==> src/pkg/rlm_cfg.svh <==
`ifndef RLM_CFG_SVH
`define RLM_CFG_SVH

// clock and time base
`define RLM_CLK_HZ 50000000
`define RLM_TICK_S 1
`define RLM_CYCLE_STEP_S 10
`define RLM_CYCLE_MAX 7'h78

// register offsets (byte addresses on the plain register port)
`define RLM_OFS_CTRL 8'h00
`define RLM_OFS_CYCLE 8'h04
`define RLM_OFS_LIMIT 8'h08
`define RLM_OFS_HYST 8'h0C
`define RLM_OFS_EXT16 8'h10
`define RLM_OFS_EXT8 8'h14
`define RLM_OFS_CMD 8'h18
`define RLM_OFS_MEAS 8'h1C
`define RLM_OFS_STATUS 8'h20
`define RLM_OFS_MEASF 8'h24

// command register bits
`define RLM_CMD_TEACH 0
`define RLM_CMD_DOWNLOAD 1

// reset values
`define RLM_CTRL_RST 16'h0014
`define RLM_CYCLE_RST 7'h00
`define RLM_LIMIT_RST 16'h01F4
`define RLM_HYST_RST 16'h0000

// threshold range and percent full scale
`define RLM_LIMIT_MIN 16'h012C
`define RLM_LIMIT_MAX 16'h0514
`define RLM_UPPER_RANGE 16'h07D0

// object numbers
`define RLM_OBJ_MEAS 8'h0A
`define RLM_OBJ_LIMIT 8'h35

`endif

==> src/pkg/rlm_pkg.sv <==
package rlm_pkg;

    typedef enum logic [1:0] {
        RLM_EXT_NONE,
        RLM_EXT_WIDE,
        RLM_EXT_NARROW,
        RLM_EXT_TEACH
    } rlm_ext_src_t;

    typedef enum logic [1:0] {
        RLM_ACT_OFF,
        RLM_ACT_ON,
        RLM_ACT_NONE
    } rlm_act_t;

    typedef enum logic [1:0] {
        RLM_IDLE,
        RLM_ON_WAIT,
        RLM_OFF_WAIT
    } rlm_dly_state_t;

    typedef struct packed {
        logic [3:0] off_sel;
        logic [3:0] on_sel;
        rlm_act_t ret_act;
        rlm_act_t ent_act;
        logic undershoot;
        logic send_on_change;
        rlm_ext_src_t ext_src;
    } rlm_ctrl_t;

    typedef struct packed {
        logic [7:0] addr;
        logic [31:0] wdata;
        logic wr;
        logic rd;
    } rlm_bus_req_t;

    typedef struct packed {
        logic valid;
        logic [15:0] value;
    } rlm_meas_t;

    typedef struct packed {
        logic req;
        logic [7:0] obj;
        logic value;
    } rlm_tx_t;

endpackage
==> src/design/rlm_float_enc.sv <==
`timescale 1ns/1ps
module rlm_float_enc (
    // unsigned integer in W/m2
    input wire logic [15:0] value,
    // two-byte float: sign, 4-bit exponent, 11-bit mantissa, unit 0.01
    output logic [15:0] encoded
);
    logic [22:0] scaled;
    logic [22:0] mant;
    logic [3:0] expo;

    always_comb begin
        scaled = 23'(value) * 23'd100;
        mant = scaled;
        expo = 4'h0;
        // smallest exponent whose mantissa fits the positive 11-bit range
        for (int i = 0; i < 15; i++) begin
            if (mant > 23'h0007FF) begin
                mant = mant >> 1;
                expo = expo + 4'h1;
            end
        end
        encoded = {1'b0, expo, mant[10:0]};
    end
endmodule

==> src/design/rlm_monitor.sv <==
`timescale 1ns/1ps
`include "rlm_cfg.svh"

module rlm_monitor
    import rlm_pkg::*;
#(
    parameter int unsigned TICK_CYCLES = `RLM_TICK_S * `RLM_CLK_HZ
) (
    // system
    input wire logic clk,
    input wire logic rst_n,
    // register port
    input wire rlm_pkg::rlm_bus_req_t bus_req,
    output logic [31:0] bus_rdata,
    // sensor
    input wire rlm_pkg::rlm_meas_t meas_in,
    // bus objects
    output rlm_pkg::rlm_tx_t limit_tx,
    output logic [15:0] meas_obj
);
    import rlm_pkg::*;

    function automatic logic [11:0] delay_secs(input logic [3:0] sel, input logic off);
        logic [3:0] s;
        s = sel;
        // the switch-on list has no 3-minute entry, so later codes shift by one
        if (!off && sel >= 4'h8 && sel != 4'hF) s = sel + 4'h1;
        case (s)
            4'h0: delay_secs = 12'h000;
            4'h1: delay_secs = 12'h001;
            4'h2: delay_secs = 12'h003;
            4'h3: delay_secs = 12'h005;
            4'h4: delay_secs = 12'h00A;
            4'h5: delay_secs = 12'h00F;
            4'h6: delay_secs = 12'h01E;
            4'h7: delay_secs = 12'h03C;
            4'h8: delay_secs = 12'h0B4;
            4'h9: delay_secs = 12'h12C;
            4'hA: delay_secs = 12'h258;
            4'hB: delay_secs = 12'h384;
            4'hC: delay_secs = 12'h708;
            default: delay_secs = 12'hE10;
        endcase
    endfunction

    // two-byte float to whole W/m2; negative values clamp to zero
    function automatic logic [15:0] float_to_int(input logic [15:0] f);
        logic [26:0] m;
        logic [26:0] q;
        m = 27'(f[10:0]) << f[14:11];
        q = m / 27'd100;
        if (f[15]) float_to_int = 16'h0000;
        else if (q > 27'h000FFFF) float_to_int = 16'hFFFF;
        else float_to_int = q[15:0];
    endfunction

    function automatic logic [15:0] pct_to_int(input logic [7:0] p);
        logic [23:0] prod;
        prod = 24'(p) * 24'(`RLM_UPPER_RANGE) / 24'd255;
        pct_to_int = prod[15:0];
    endfunction

    function automatic logic [15:0] clamp_limit(input logic [15:0] v);
        if (v < `RLM_LIMIT_MIN) clamp_limit = `RLM_LIMIT_MIN;
        else if (v > `RLM_LIMIT_MAX) clamp_limit = `RLM_LIMIT_MAX;
        else clamp_limit = v;
    endfunction

    rlm_ctrl_t ctrl;
    logic [6:0] cycle;
    logic [15:0] limit_cfg;
    logic [15:0] hyst;
    logic [15:0] ext_limit;
    logic ext_valid;
    logic [15:0] meas;
    logic [15:0] meas_enc;
    logic [15:0] limit_eff;
    logic tick;
    logic cond;
    logic target;
    logic acc;
    logic acc_d;
    logic silent;
    rlm_act_t act_now;
    rlm_dly_state_t state;
    logic [11:0] dly_cnt;
    logic [10:0] cyc_cnt;
    logic [10:0] cyc_secs;
    logic cyc_fire;
    logic enter;
    logic leave;
    logic wr_ctrl, wr_cycle, wr_limit, wr_hyst, wr_ext16, wr_ext8, wr_cmd;

    rlm_tick_gen #(
        .CYCLES(TICK_CYCLES)
    ) u_tick (
        .clk(clk),
        .rst_n(rst_n),
        .tick(tick)
    );

    rlm_float_enc u_enc (
        .value(meas),
        .encoded(meas_enc)
    );

    always_comb begin
        wr_ctrl = bus_req.wr && bus_req.addr == `RLM_OFS_CTRL;
        wr_cycle = bus_req.wr && bus_req.addr == `RLM_OFS_CYCLE;
        wr_limit = bus_req.wr && bus_req.addr == `RLM_OFS_LIMIT;
        wr_hyst = bus_req.wr && bus_req.addr == `RLM_OFS_HYST;
        wr_ext16 = bus_req.wr && bus_req.addr == `RLM_OFS_EXT16;
        wr_ext8 = bus_req.wr && bus_req.addr == `RLM_OFS_EXT8;
        wr_cmd = bus_req.wr && bus_req.addr == `RLM_OFS_CMD;
    end

    // configuration
    always_ff @(posedge clk or negedge rst_n) begin
        if (!rst_n) begin
            ctrl <= rlm_ctrl_t'(`RLM_CTRL_RST);
            cycle <= `RLM_CYCLE_RST;
            limit_cfg <= `RLM_LIMIT_RST;
            hyst <= `RLM_HYST_RST;
        end else begin
            if (wr_ctrl) ctrl <= rlm_ctrl_t'(bus_req.wdata[15:0]);
            if (wr_cycle) begin
                if (bus_req.wdata[6:0] > `RLM_CYCLE_MAX) cycle <= `RLM_CYCLE_MAX;
                else cycle <= bus_req.wdata[6:0];
            end
            if (wr_limit) limit_cfg <= clamp_limit(bus_req.wdata[15:0]);
            if (wr_hyst) hyst <= bus_req.wdata[15:0];
        end
    end

    // external threshold
    always_ff @(posedge clk or negedge rst_n) begin
        if (!rst_n) begin
            ext_limit <= 16'h0000;
            ext_valid <= 1'b0;
        end else if (wr_cmd && bus_req.wdata[`RLM_CMD_DOWNLOAD]) begin
            ext_valid <= 1'b0;
        end else if (wr_ext16 && ctrl.ext_src == RLM_EXT_WIDE) begin
            ext_limit <= float_to_int(bus_req.wdata[15:0]);
            ext_valid <= 1'b1;
        end else if (wr_ext8 && ctrl.ext_src == RLM_EXT_NARROW) begin
            ext_limit <= pct_to_int(bus_req.wdata[7:0]);
            ext_valid <= 1'b1;
        end else if (wr_cmd && bus_req.wdata[`RLM_CMD_TEACH]
                     && ctrl.ext_src == RLM_EXT_TEACH) begin
            ext_limit <= meas;
            ext_valid <= 1'b1;
        end
    end

    // an external value outlives a later change of source only until download
    assign limit_eff = (ext_valid && ctrl.ext_src != RLM_EXT_NONE) ? ext_limit : limit_cfg;

    // measurement and its object
    always_ff @(posedge clk or negedge rst_n) begin
        if (!rst_n) begin
            meas <= 16'h0000;
            meas_obj <= 16'h0000;
        end else begin
            if (meas_in.valid) meas <= meas_in.value;
            meas_obj <= meas_enc;
        end
    end

    // comparator with hysteresis on the return crossing
    always_comb begin
        if (ctrl.undershoot) begin
            enter = meas < limit_eff;
            leave = {1'b0, meas} > {1'b0, limit_eff} + {1'b0, hyst};
        end else begin
            enter = meas > limit_eff;
            leave = {1'b0, meas} + {1'b0, hyst} < {1'b0, limit_eff};
        end
        act_now = cond ? ctrl.ent_act : ctrl.ret_act;
        silent = !(act_now == RLM_ACT_ON || act_now == RLM_ACT_OFF);
    end

    always_ff @(posedge clk or negedge rst_n) begin
        if (!rst_n) begin
            cond <= 1'b0;
            target <= 1'b0;
        end else begin
            if (enter) cond <= 1'b1;
            else if (leave) cond <= 1'b0;
            if (!silent) target <= act_now == RLM_ACT_ON;
        end
    end

    // switch-on and switch-off delay; one extra tick because the tick runs free
    always_ff @(posedge clk or negedge rst_n) begin
        if (!rst_n) begin
            state <= RLM_IDLE;
            dly_cnt <= 12'h000;
            acc <= 1'b0;
        end else begin
            case (state)
                RLM_IDLE: begin
                    dly_cnt <= 12'h000;
                    if (target && !acc) begin
                        if (delay_secs(ctrl.on_sel, 1'b0) == 12'h000) acc <= 1'b1;
                        else state <= RLM_ON_WAIT;
                    end else if (!target && acc) begin
                        if (delay_secs(ctrl.off_sel, 1'b1) == 12'h000) acc <= 1'b0;
                        else state <= RLM_OFF_WAIT;
                    end
                end
                RLM_ON_WAIT: begin
                    if (!target) begin
                        state <= RLM_IDLE;
                    end else if (tick) begin
                        if (dly_cnt >= delay_secs(ctrl.on_sel, 1'b0)) begin
                            acc <= 1'b1;
                            state <= RLM_IDLE;
                        end else begin
                            dly_cnt <= dly_cnt + 12'h001;
                        end
                    end
                end
                RLM_OFF_WAIT: begin
                    if (target) begin
                        state <= RLM_IDLE;
                    end else if (tick) begin
                        if (dly_cnt >= delay_secs(ctrl.off_sel, 1'b1)) begin
                            acc <= 1'b0;
                            state <= RLM_IDLE;
                        end else begin
                            dly_cnt <= dly_cnt + 12'h001;
                        end
                    end
                end
                default: state <= RLM_IDLE;
            endcase
        end
    end

    // cyclic repeat timer
    assign cyc_secs = 11'(cycle) * 11'(`RLM_CYCLE_STEP_S);

    always_ff @(posedge clk or negedge rst_n) begin
        if (!rst_n) begin
            cyc_cnt <= 11'h000;
            cyc_fire <= 1'b0;
        end else begin
            cyc_fire <= 1'b0;
            if (cycle == 7'h00) begin
                cyc_cnt <= 11'h000;
            end else if (tick) begin
                if (cyc_cnt + 11'h001 >= cyc_secs) begin
                    cyc_cnt <= 11'h000;
                    cyc_fire <= 1'b1;
                end else begin
                    cyc_cnt <= cyc_cnt + 11'h001;
                end
            end
        end
    end

    // limit object carries the accepted state, so a running delay repeats the old one
    always_ff @(posedge clk or negedge rst_n) begin
        if (!rst_n) begin
            acc_d <= 1'b0;
            limit_tx <= '0;
        end else begin
            acc_d <= acc;
            limit_tx.obj <= `RLM_OBJ_LIMIT;
            limit_tx.value <= acc;
            limit_tx.req <= ((acc != acc_d) && ctrl.send_on_change)
                || (cyc_fire && !silent);
        end
    end

    // register read, data valid one cycle after the strobe
    always_ff @(posedge clk or negedge rst_n) begin
        if (!rst_n) begin
            bus_rdata <= 32'h0000_0000;
        end else if (bus_req.rd) begin
            if (bus_req.addr == `RLM_OFS_CTRL) bus_rdata <= {16'h0000, ctrl};
            else if (bus_req.addr == `RLM_OFS_CYCLE) bus_rdata <= {25'h0000000, cycle};
            else if (bus_req.addr == `RLM_OFS_LIMIT) bus_rdata <= {16'h0000, limit_cfg};
            else if (bus_req.addr == `RLM_OFS_HYST) bus_rdata <= {16'h0000, hyst};
            else if (bus_req.addr == `RLM_OFS_EXT16) bus_rdata <= {16'h0000, ext_limit};
            else if (bus_req.addr == `RLM_OFS_MEAS) bus_rdata <= {16'h0000, meas};
            else if (bus_req.addr == `RLM_OFS_MEASF) bus_rdata <= {16'h0000, meas_obj};
            else if (bus_req.addr == `RLM_OFS_STATUS)
                bus_rdata <= {12'h000, dly_cnt, 1'b0, ext_valid, state, silent, cond, target, acc};
            else bus_rdata <= 32'h0000_0000;
        end
    end
endmodule

==> src/design/rlm_tick_gen.sv <==
`timescale 1ns/1ps
module rlm_tick_gen #(
    parameter int unsigned CYCLES = 50000000
) (
    // system
    input wire logic clk,
    input wire logic rst_n,
    // one-cycle pulse once per period
    output logic tick
);
    logic [31:0] cnt;

    always_ff @(posedge clk or negedge rst_n) begin
        if (!rst_n) begin
            cnt <= 32'h0000_0000;
            tick <= 1'b0;
        end else if (cnt >= CYCLES - 1) begin
            cnt <= 32'h0000_0000;
            tick <= 1'b1;
        end else begin
            cnt <= cnt + 32'h0000_0001;
            tick <= 1'b0;
        end
    end
endmodule

==> config.mk <==
export PLATFORM = sky130hd
export DESIGN_NAME = rlm_monitor
export DESIGN_NICKNAME = d
export VERILOG_FILES = /design/src/pkg/rlm_pkg.sv /design/src/design/rlm_float_enc.sv /design/src/design/rlm_monitor.sv /design/src/design/rlm_tick_gen.sv
export VERILOG_INCLUDE_DIRS = /design/src /design/src/pkg
export SDC_FILE = /design/constraint.sdc
export NUM_CORES = 1
export LEC_CHECK = 0
export ABC_AREA = 1
export BUFFER_PORTS_ARGS = -buffer_cell sky130_fd_sc_hd__buf_2
export CORE_MARGIN = 2
export CORE_UTILIZATION = 36
export CTS_BUF_LIST = sky130_fd_sc_hd__clkbuf_16
export DETAILED_ROUTE_END_ITERATION = 12
export HOLD_SLACK_MARGIN = 0.03
export PLACE_DENSITY_LB_ADDON = 0.2
export SYNTH_ARGS = -nofsm -noshare
export SYNTH_HDL_FRONTEND = slang
export SYNTH_SLANG_ARGS = --single-unit
==> constraint.sdc <==
create_clock -name clk -period 28.9 [get_ports clk]
set_input_delay 1.445 -clock clk [delete_from_list [all_inputs] [get_ports clk]]
set_output_delay 1.445 -clock clk [all_outputs]
set_load 0.01 [all_outputs]
Yosys cells after proc, flatten, opt, wreduce, memory -nomap -nowiden
Memory sizes are Yosys's and may differ from the RTL's.
Index checks and enable logic that the tools add are counted.
{"block": "totals", "register_bits": 200, "mem_bits_ro": 768, "input_bits": 61, "out_inout_bits": 58, "word_cells": 269, "memories": 4}
{"block": "classes", "add_sub_neg": 20, "mul": 3, "div": 2, "order_cmp": 28, "n_eq_ne": 34, "shifts": 1, "muxes": 110, "bitwise_logic": 1, "n_reduce_logical": 39}
{"name": "(name not given)", "words": 16, "word_bits": 12, "rd": 1, "rd_clocked_by_memory_dff": 0, "write_ports": 0, "line_no": "rlm_monitor.sv:28", "text": "case (s)"}
{"name": "(name not given)", "words": 16, "word_bits": 12, "rd": 1, "rd_clocked_by_memory_dff": 0, "write_ports": 0, "line_no": "rlm_monitor.sv:28"}
{"name": "(name not given)", "words": 16, "word_bits": 12, "rd": 1, "rd_clocked_by_memory_dff": 0, "write_ports": 0, "line_no": "rlm_monitor.sv:28"}
{"name": "(name not given)", "words": 16, "word_bits": 12, "rd": 1, "rd_clocked_by_memory_dff": 0, "write_ports": 0, "line_no": "rlm_monitor.sv:28"}
{"operator": "greater-than comparator 23 x 11 -> 1 bit (second input constant)", "n": 15}
{"operator": "2-to-1 mux 23 bit", "n": 14}
{"operator": "2-to-1 mux 12 bit", "n": 17}
{"operator": "2-to-1 mux 16 bit", "n": 8}
{"operator": "2-to-1 mux 32 bit", "n": 4}
{"operator": "2-to-1 mux 20 bit", "n": 5}
{"operator": "2-to-1 mux 4 bit", "n": 20}
{"operator": "adder 4 x 1 -> 4 bit (second input constant)", "n": 15}
{"operator": "2-to-1 mux 11 bit", "n": 4}
{"operator": "one-hot mux 12 bit (3 select lines)", "n": 1}
{"operator": "adder 16 x 16 -> 17 bit", "n": 2}
{"operator": "adder 32 x 1 -> 32 bit (second input constant)", "n": 1}
{"operator": "equality test 8 x 5 -> 1 bit (second input constant)", "n": 4}
{"operator": ">= comparator 32 x 26 -> 1 bit (second input constant)", "n": 1}
{"operator": "divider 27 x 7 -> 27 bit (second input constant)", "n": 1}
{"operator": "greater-than comparator 27 x 16 -> 1 bit (second input constant)", "n": 1}
{"operator": "left shift 11 x 4 -> 27 bit", "n": 1}
{"operator": "divider 19 x 8 -> 24 bit (second input constant)", "n": 1}
{"operator": ">= comparator 12 bit", "n": 2}
{"operator": "zero test 12 bit", "n": 2}
{"operator": "2-to-1 mux 1 bit", "n": 23}
{"operator": "2-to-1 mux 2 bit", "n": 11}
{"operator": "multiplier 16 x 5 -> 21 bit (second input constant)", "n": 1}
{"operator": "!= test 3 bit (second input constant)", "n": 7}
{"operator": "other kinds (39)", "n": 77}

Logic depth before layout (Yosys ltp)
{"block": "depth", "depth_word": 31, "depth_mapped": 105, "depth_no_buf": 105}

Modules after synthesis
A second synthesis with hierarchy kept.
{"block": "unflattened", "hier_cells": 3802, "area_unflattened_um2": 24850.1}
{"mod": "rlm_monitor", "instances": 1, "cells_each": 2674, "area_each_um2": 18225.0, "seq_area_each_um2": 3913.8}
{"mod": "rlm_float_enc", "instances": 1, "cells_each": 886, "area_each_um2": 4865.9, "seq_area_each_um2": 0.0}
{"mod": "rlm_tick_gen", "instances": 1, "cells_each": 242, "area_each_um2": 1759.2, "seq_area_each_um2": 825.8}

Worst setup path before layout
OpenSTA, ideal clock, no wires.
{"block": "synth_path", "kind": "input to register", "from": "input port bus_req[2] in the netlist's numbering", "to": "register ext_limit[0]", "setup_time_ns": 0.120, "arrival_time_ns": 13.237, "required_ns": 28.780, "setup_slack_ns": 15.544, "stages": 92, "path_buffers": 1, "path_cell_list": "fa_1 > inv_1 > fa_1 > fa_1 > inv_1 > fa_1 > ha_1 > a21oi_1 > o21ai_2 > nand2_1 > o211ai_1 > a21o_2 > a21oi_1 > xor2_1 > nand4_2 > nand2_4 > nor2_1 > nand2_1 > [56 not listed] > nand3_1 > nand2_1 > ha_1 > inv_1 > nor3_4 > inv_1 > nor2_2 > nand2_1 > nand2_1 > ha_1 > nand3_2 > or2_4 > nand2_1 > nand2_1 > nor2_1 > nor2_1 > nor2_1 > a21oi_2"}
{"block": "synth_via", "elab_chain_len": 6, "word_cells_on_any_way": 13, "cone_classes": "1 x mul; 2 x div; 1 x order compare; 1 x shift; 4 x mux; 4 x reduce/logical"}
{"item": "from (decl)", "line_no": "rlm_monitor.sv:13", "text": "input wire rlm_pkg::rlm_bus_req_t bus_req,"}
{"item": "left shift 11 x 4 -> 27 bit", "line_no": "rlm_monitor.sv:50", "text": "m = 27'(f[10:0]) << f[14:11];"}
{"item": "divider 27 x 7 -> 27 bit", "line_no": "rlm_monitor.sv:51", "text": "q = m / 27'd100;"}
{"item": "greater-than comparator 27 x 16 -> 1 bit", "line_no": "rlm_monitor.sv:53", "text": "else if (q > 27'h000FFFF) float_to_int = 16'hFFFF;"}
{"item": "2-to-1 mux 16 bit", "line_no": "rlm_monitor.sv:53"}
{"item": "2-to-1 mux 16 bit", "line_no": "rlm_monitor.sv:52", "text": "if (f[15]) float_to_int = 16'h0000;"}
{"item": "2-to-1 mux 16 bit", "line_no": "rlm_monitor.sv:142", "text": "end else if (wr_ext16 && ctrl.ext_src == RLM_EXT_WIDE) begin"}
{"item": "to (signal assigned)", "line_no": "rlm_monitor.sv:143", "text": "ext_limit <= float_to_int(bus_req.wdata[15:0]);"}
{"item": "to (signal assigned)", "line_no": "rlm_monitor.sv:146", "text": "ext_limit <= pct_to_int(bus_req.wdata[7:0]);"}
{"item": "to (signal assigned)", "line_no": "rlm_monitor.sv:150", "text": "ext_limit <= meas;"}
{"item": "to (decl)", "line_no": "rlm_monitor.sv:73", "text": "logic [15:0] ext_limit;"}
Several ways; a longest one is shown, not always the timed one.
A chain may end at the register's enable or synchronous reset.

Final worst setup path
{"block": "layout_path", "from": "input port bus_req[3] in the netlist's numbering", "to": "register ext_limit[0]"}
The elaborated chain is that of the path after synthesis.

==> qor.csv <==
stage;metric;value;unit
run_status;status;finished clean;
clocking;clock_path_buffers;2;
setup_path;cp.arrival;15.49;ns
logic_synthesis;yosysSeqAreaShare;0.200;
sta;tightestPinTransition;1.00;ns
setup_path;slowest_stage;fa_1;
sta;finalSetupTns;0;ns
floorplan;io_pins;119;
route;drc_errors;0;
final_layout;area_growth;7.53;%
clocking;clock-sinks;188;
route;drt_iter0_markers;1212;
floorplan;die_w;260;microns
clocking;clkTransAtPathRegs;0.07;ns
logic_synthesis;synthDistinctLibCells;81;
setup_path;cp_common_cell;nand2_1;
sta;finalHoldViolations;0;
clocking;cts_made_buffers;17;
worst_hold_path;worstHoldStart;u_tick.cnt[0]$_DFF_PN0_;
logic_synthesis;ys_ff_latch;188;
route;wl_per_cell;15.1;microns
logic_synthesis;synth_edf_count;0;
clocking;cts_resized;0;
sta;fmax;0.0660;GHz
setup_path;end_kind;flip-flop;
global_routing;grt_pass1_vias;20236;
global_routing;antenna_found_initial;2;
clocking;post_cts_buffers;0;
clocking;cts_max_level;4;
setup_path;max_stage_delay;0.52;ns
setup_path;crit_type;in -> reg;
setup_path;reg2reg_from;meas[1]$_DFFE_PN0P_;
floorplan;fp-row-count;93;
logic_synthesis;syn_avg_cell_area;6.90;sq um
sta;period_needed;15.15;ns
floorplan;dieHeight;260;microns
worst_hold_path;hold_path_class;reg -> reg;
final_layout;num_antenna_cells;0;
sta;setup_viol;0;
sta;fin_crit_sh;0.524;
placed_design;dp_hpwl;53400;microns
setup_path;worst-path-max-fanout;12;
flow_run;cap_viol_max_count;0;
route;dr.pass1.iters;5;
clocking;root_buffer;clkbuf_16;
route;drtAntennaViolNets;0;
logic_synthesis;async_reset_ff_frac;1.00;
route;viasPerCell;4.98;
global_routing;grt_first_pass_wirelength;106000;microns
sta;fin_skew;0.0161;ns
setup_path;reg2reg_slack;14.31;ns
floorplan;core_area;64500;sq um
setup_path;r2r_cells;66;
worst_hold_path;whs_path_depth;1;
final_layout;drive_gt1_frac;0.122;
clocking;cts_hold_buf;0;
logic_synthesis;synthCells;3407;
final_layout;fin_nets;3807;
clocking;clkLatencyLatePin;0.46;ns
route;wl;65500;microns
logic_synthesis;yosys_warnings;0;
logic_synthesis;ys.flop_type;dfrtp_1;
floorplan;start_util;0.365;
setup_path;start_kind;input port;
sta;slew_violations;0;
setup_path;r2r-end;meas_obj[13]$_DFF_PN0_;
route;vias;21552;
global_routing;track_usage;0.195;
placed_design;place_congestion;0.874;
sta;slew_headroom;0.332;
global_routing;grt_max_degree;113;
clocking;cts_tree;yes;
floorplan;dieArea;67400;sq um
worst_hold_path;min_to;u_tick.cnt[0]$_DFF_PN0_;
global_routing;grt-ovfl-total;0;
setup_path;cp_data_required_time;29.24;ns
sta;rsz0062_at_grt;no;
placed_design;io_buffers;85;
logic_synthesis;syn_area;23500;sq um
routing by layer:
layer,share of wire,wire length [microns],vias up,global-route usage
met5,0.00041,27,-,0
met4,0.016,1070,4,0.0380
met3,0.034,2230,59,0.0183
met2,0.47,30600,316,0.332
met1,0.48,31600,9883,0.268
li1,-,-,11290,-
synth_stat cells, drive strengths merged (11+ instances only):
library cell	n	area share
nand2	877	0.16
inv	549	0.088
o21ai	310	0.068
nor2	260	0.048
ha	251	0.13
nand3	191	0.047
dfrtp	180	0.19
a21oi	168	0.036
xor2	93	0.035
nand4	59	0.021
clkbuf	53	0.0093
nor3	50	0.012
fa	36	0.031
buf	31	0.011
o211ai	28	0.0096
o21bai	28	0.0096
xnor2	25	0.0093
a221oi	20	0.0074
o22ai	18	0.0048
a31oi	12	0.0032
clkinv	12	0.0020
or2	12	0.0033
a211oi	11	0.0035
registers in the layout, indices dropped and copies added (netlist names), 12 cells and up:
register	count
hyst	16
u_tick.cnt	32
meas_obj	15
dly_cnt	12
ctrl	16
ext_limit	16
bus_rdata	20
limit_cfg	16
meas	16
per-stage QoR:
| step | utilization | area (sq um) | hold WS (ns) | setup slack [ns] | cells |
|---|---|---|---|---|---|
| after CTS | 0.392 | 25300 | 0.464 | 13.70 | 4327 |
| final | 0.392 | 25300 | 0.460 | 13.75 | 4327 |
| after detailed placement | 0.384 | 24700 | 0.454 | 13.27 | 4295 |
| after global routing | 0.392 | 25300 | 0.494 | 12.19 | 4327 |
| after floorplan | - | 23600 | 0.406 | 15.54 | 3429 |
| after global placement | 0.384 | 24700 | 0.450 | 13.34 | 4295 |
worst max path at each step:
stage / startpoint / slack, ns / cells after the start / end
2_1_floorplan: bus_req[2] / 15.54 / 92 / ext_limit[0]$_DFFE_PN0P_
3_3_place_gp: bus_req[3] / 13.34 / 96 / ext_limit[0]$_DFFE_PN0P_
3_5_place_dp: bus_req[3] / 13.27 / 96 / ext_limit[0]$_DFFE_PN0P_
4_1_cts: bus_req[3] / 13.70 / 96 / ext_limit[0]$_DFFE_PN0P_
5_1_grt: bus_req[3] / 12.19 / 95 / ext_limit[0]$_DFFE_PN0P_
6_report: bus_req[3] / 13.75 / 94 / ext_limit[0]$_DFFE_PN0P_
cell usage in the layout (no fill, tap or decap), types with 84 or more instances in the layout:
master	n
nand2_2	100
xor2_1	91
buf_2	84
ha_1	251
dfrtp_1	180
inv_1	523
nand2_1	735
o21ai_0	276
nand3_1	164
nor2_1	233
a21oi_1	165
final cells by class:
cell class              instances  area, sq um
clock buffers                  17          425
clock inverters                15          134
fillers                      6968        39200
inverters                     561         2120
multi-input cells            2596        16300
flip-flops and latches        188         4710
well taps                     855         1070
repair buffers                 95          509
cells by family after synthesis:
family                   after synthesis  share of synthesized area
AO/OA/AOI/OAI                        670                      0.169
XOR/XNOR                             118                     0.0446
adder cells (fa/ha/maj)              287                      0.164
buffers and inverters                645                      0.110
flip-flops                           188                      0.200
multiplexers                          13                    0.00575
other                                  2                   0.000319
AND/OR/NAND/NOR                     1484                      0.306
critical path, delay by kind of cell:
kind	cells	cell delay [ns]
adder cells (fa/ha/maj)	8	2.95
AO/OA/AOI/OAI	9	1.81
AND/OR/NAND/NOR	60	6.86
buffers and inverters	13	1.39
XOR/XNOR	4	0.99
Power is left out: the tool's default activity adds up to more than one toggle a clock period on the data nets, which glitch-free logic cannot reach.
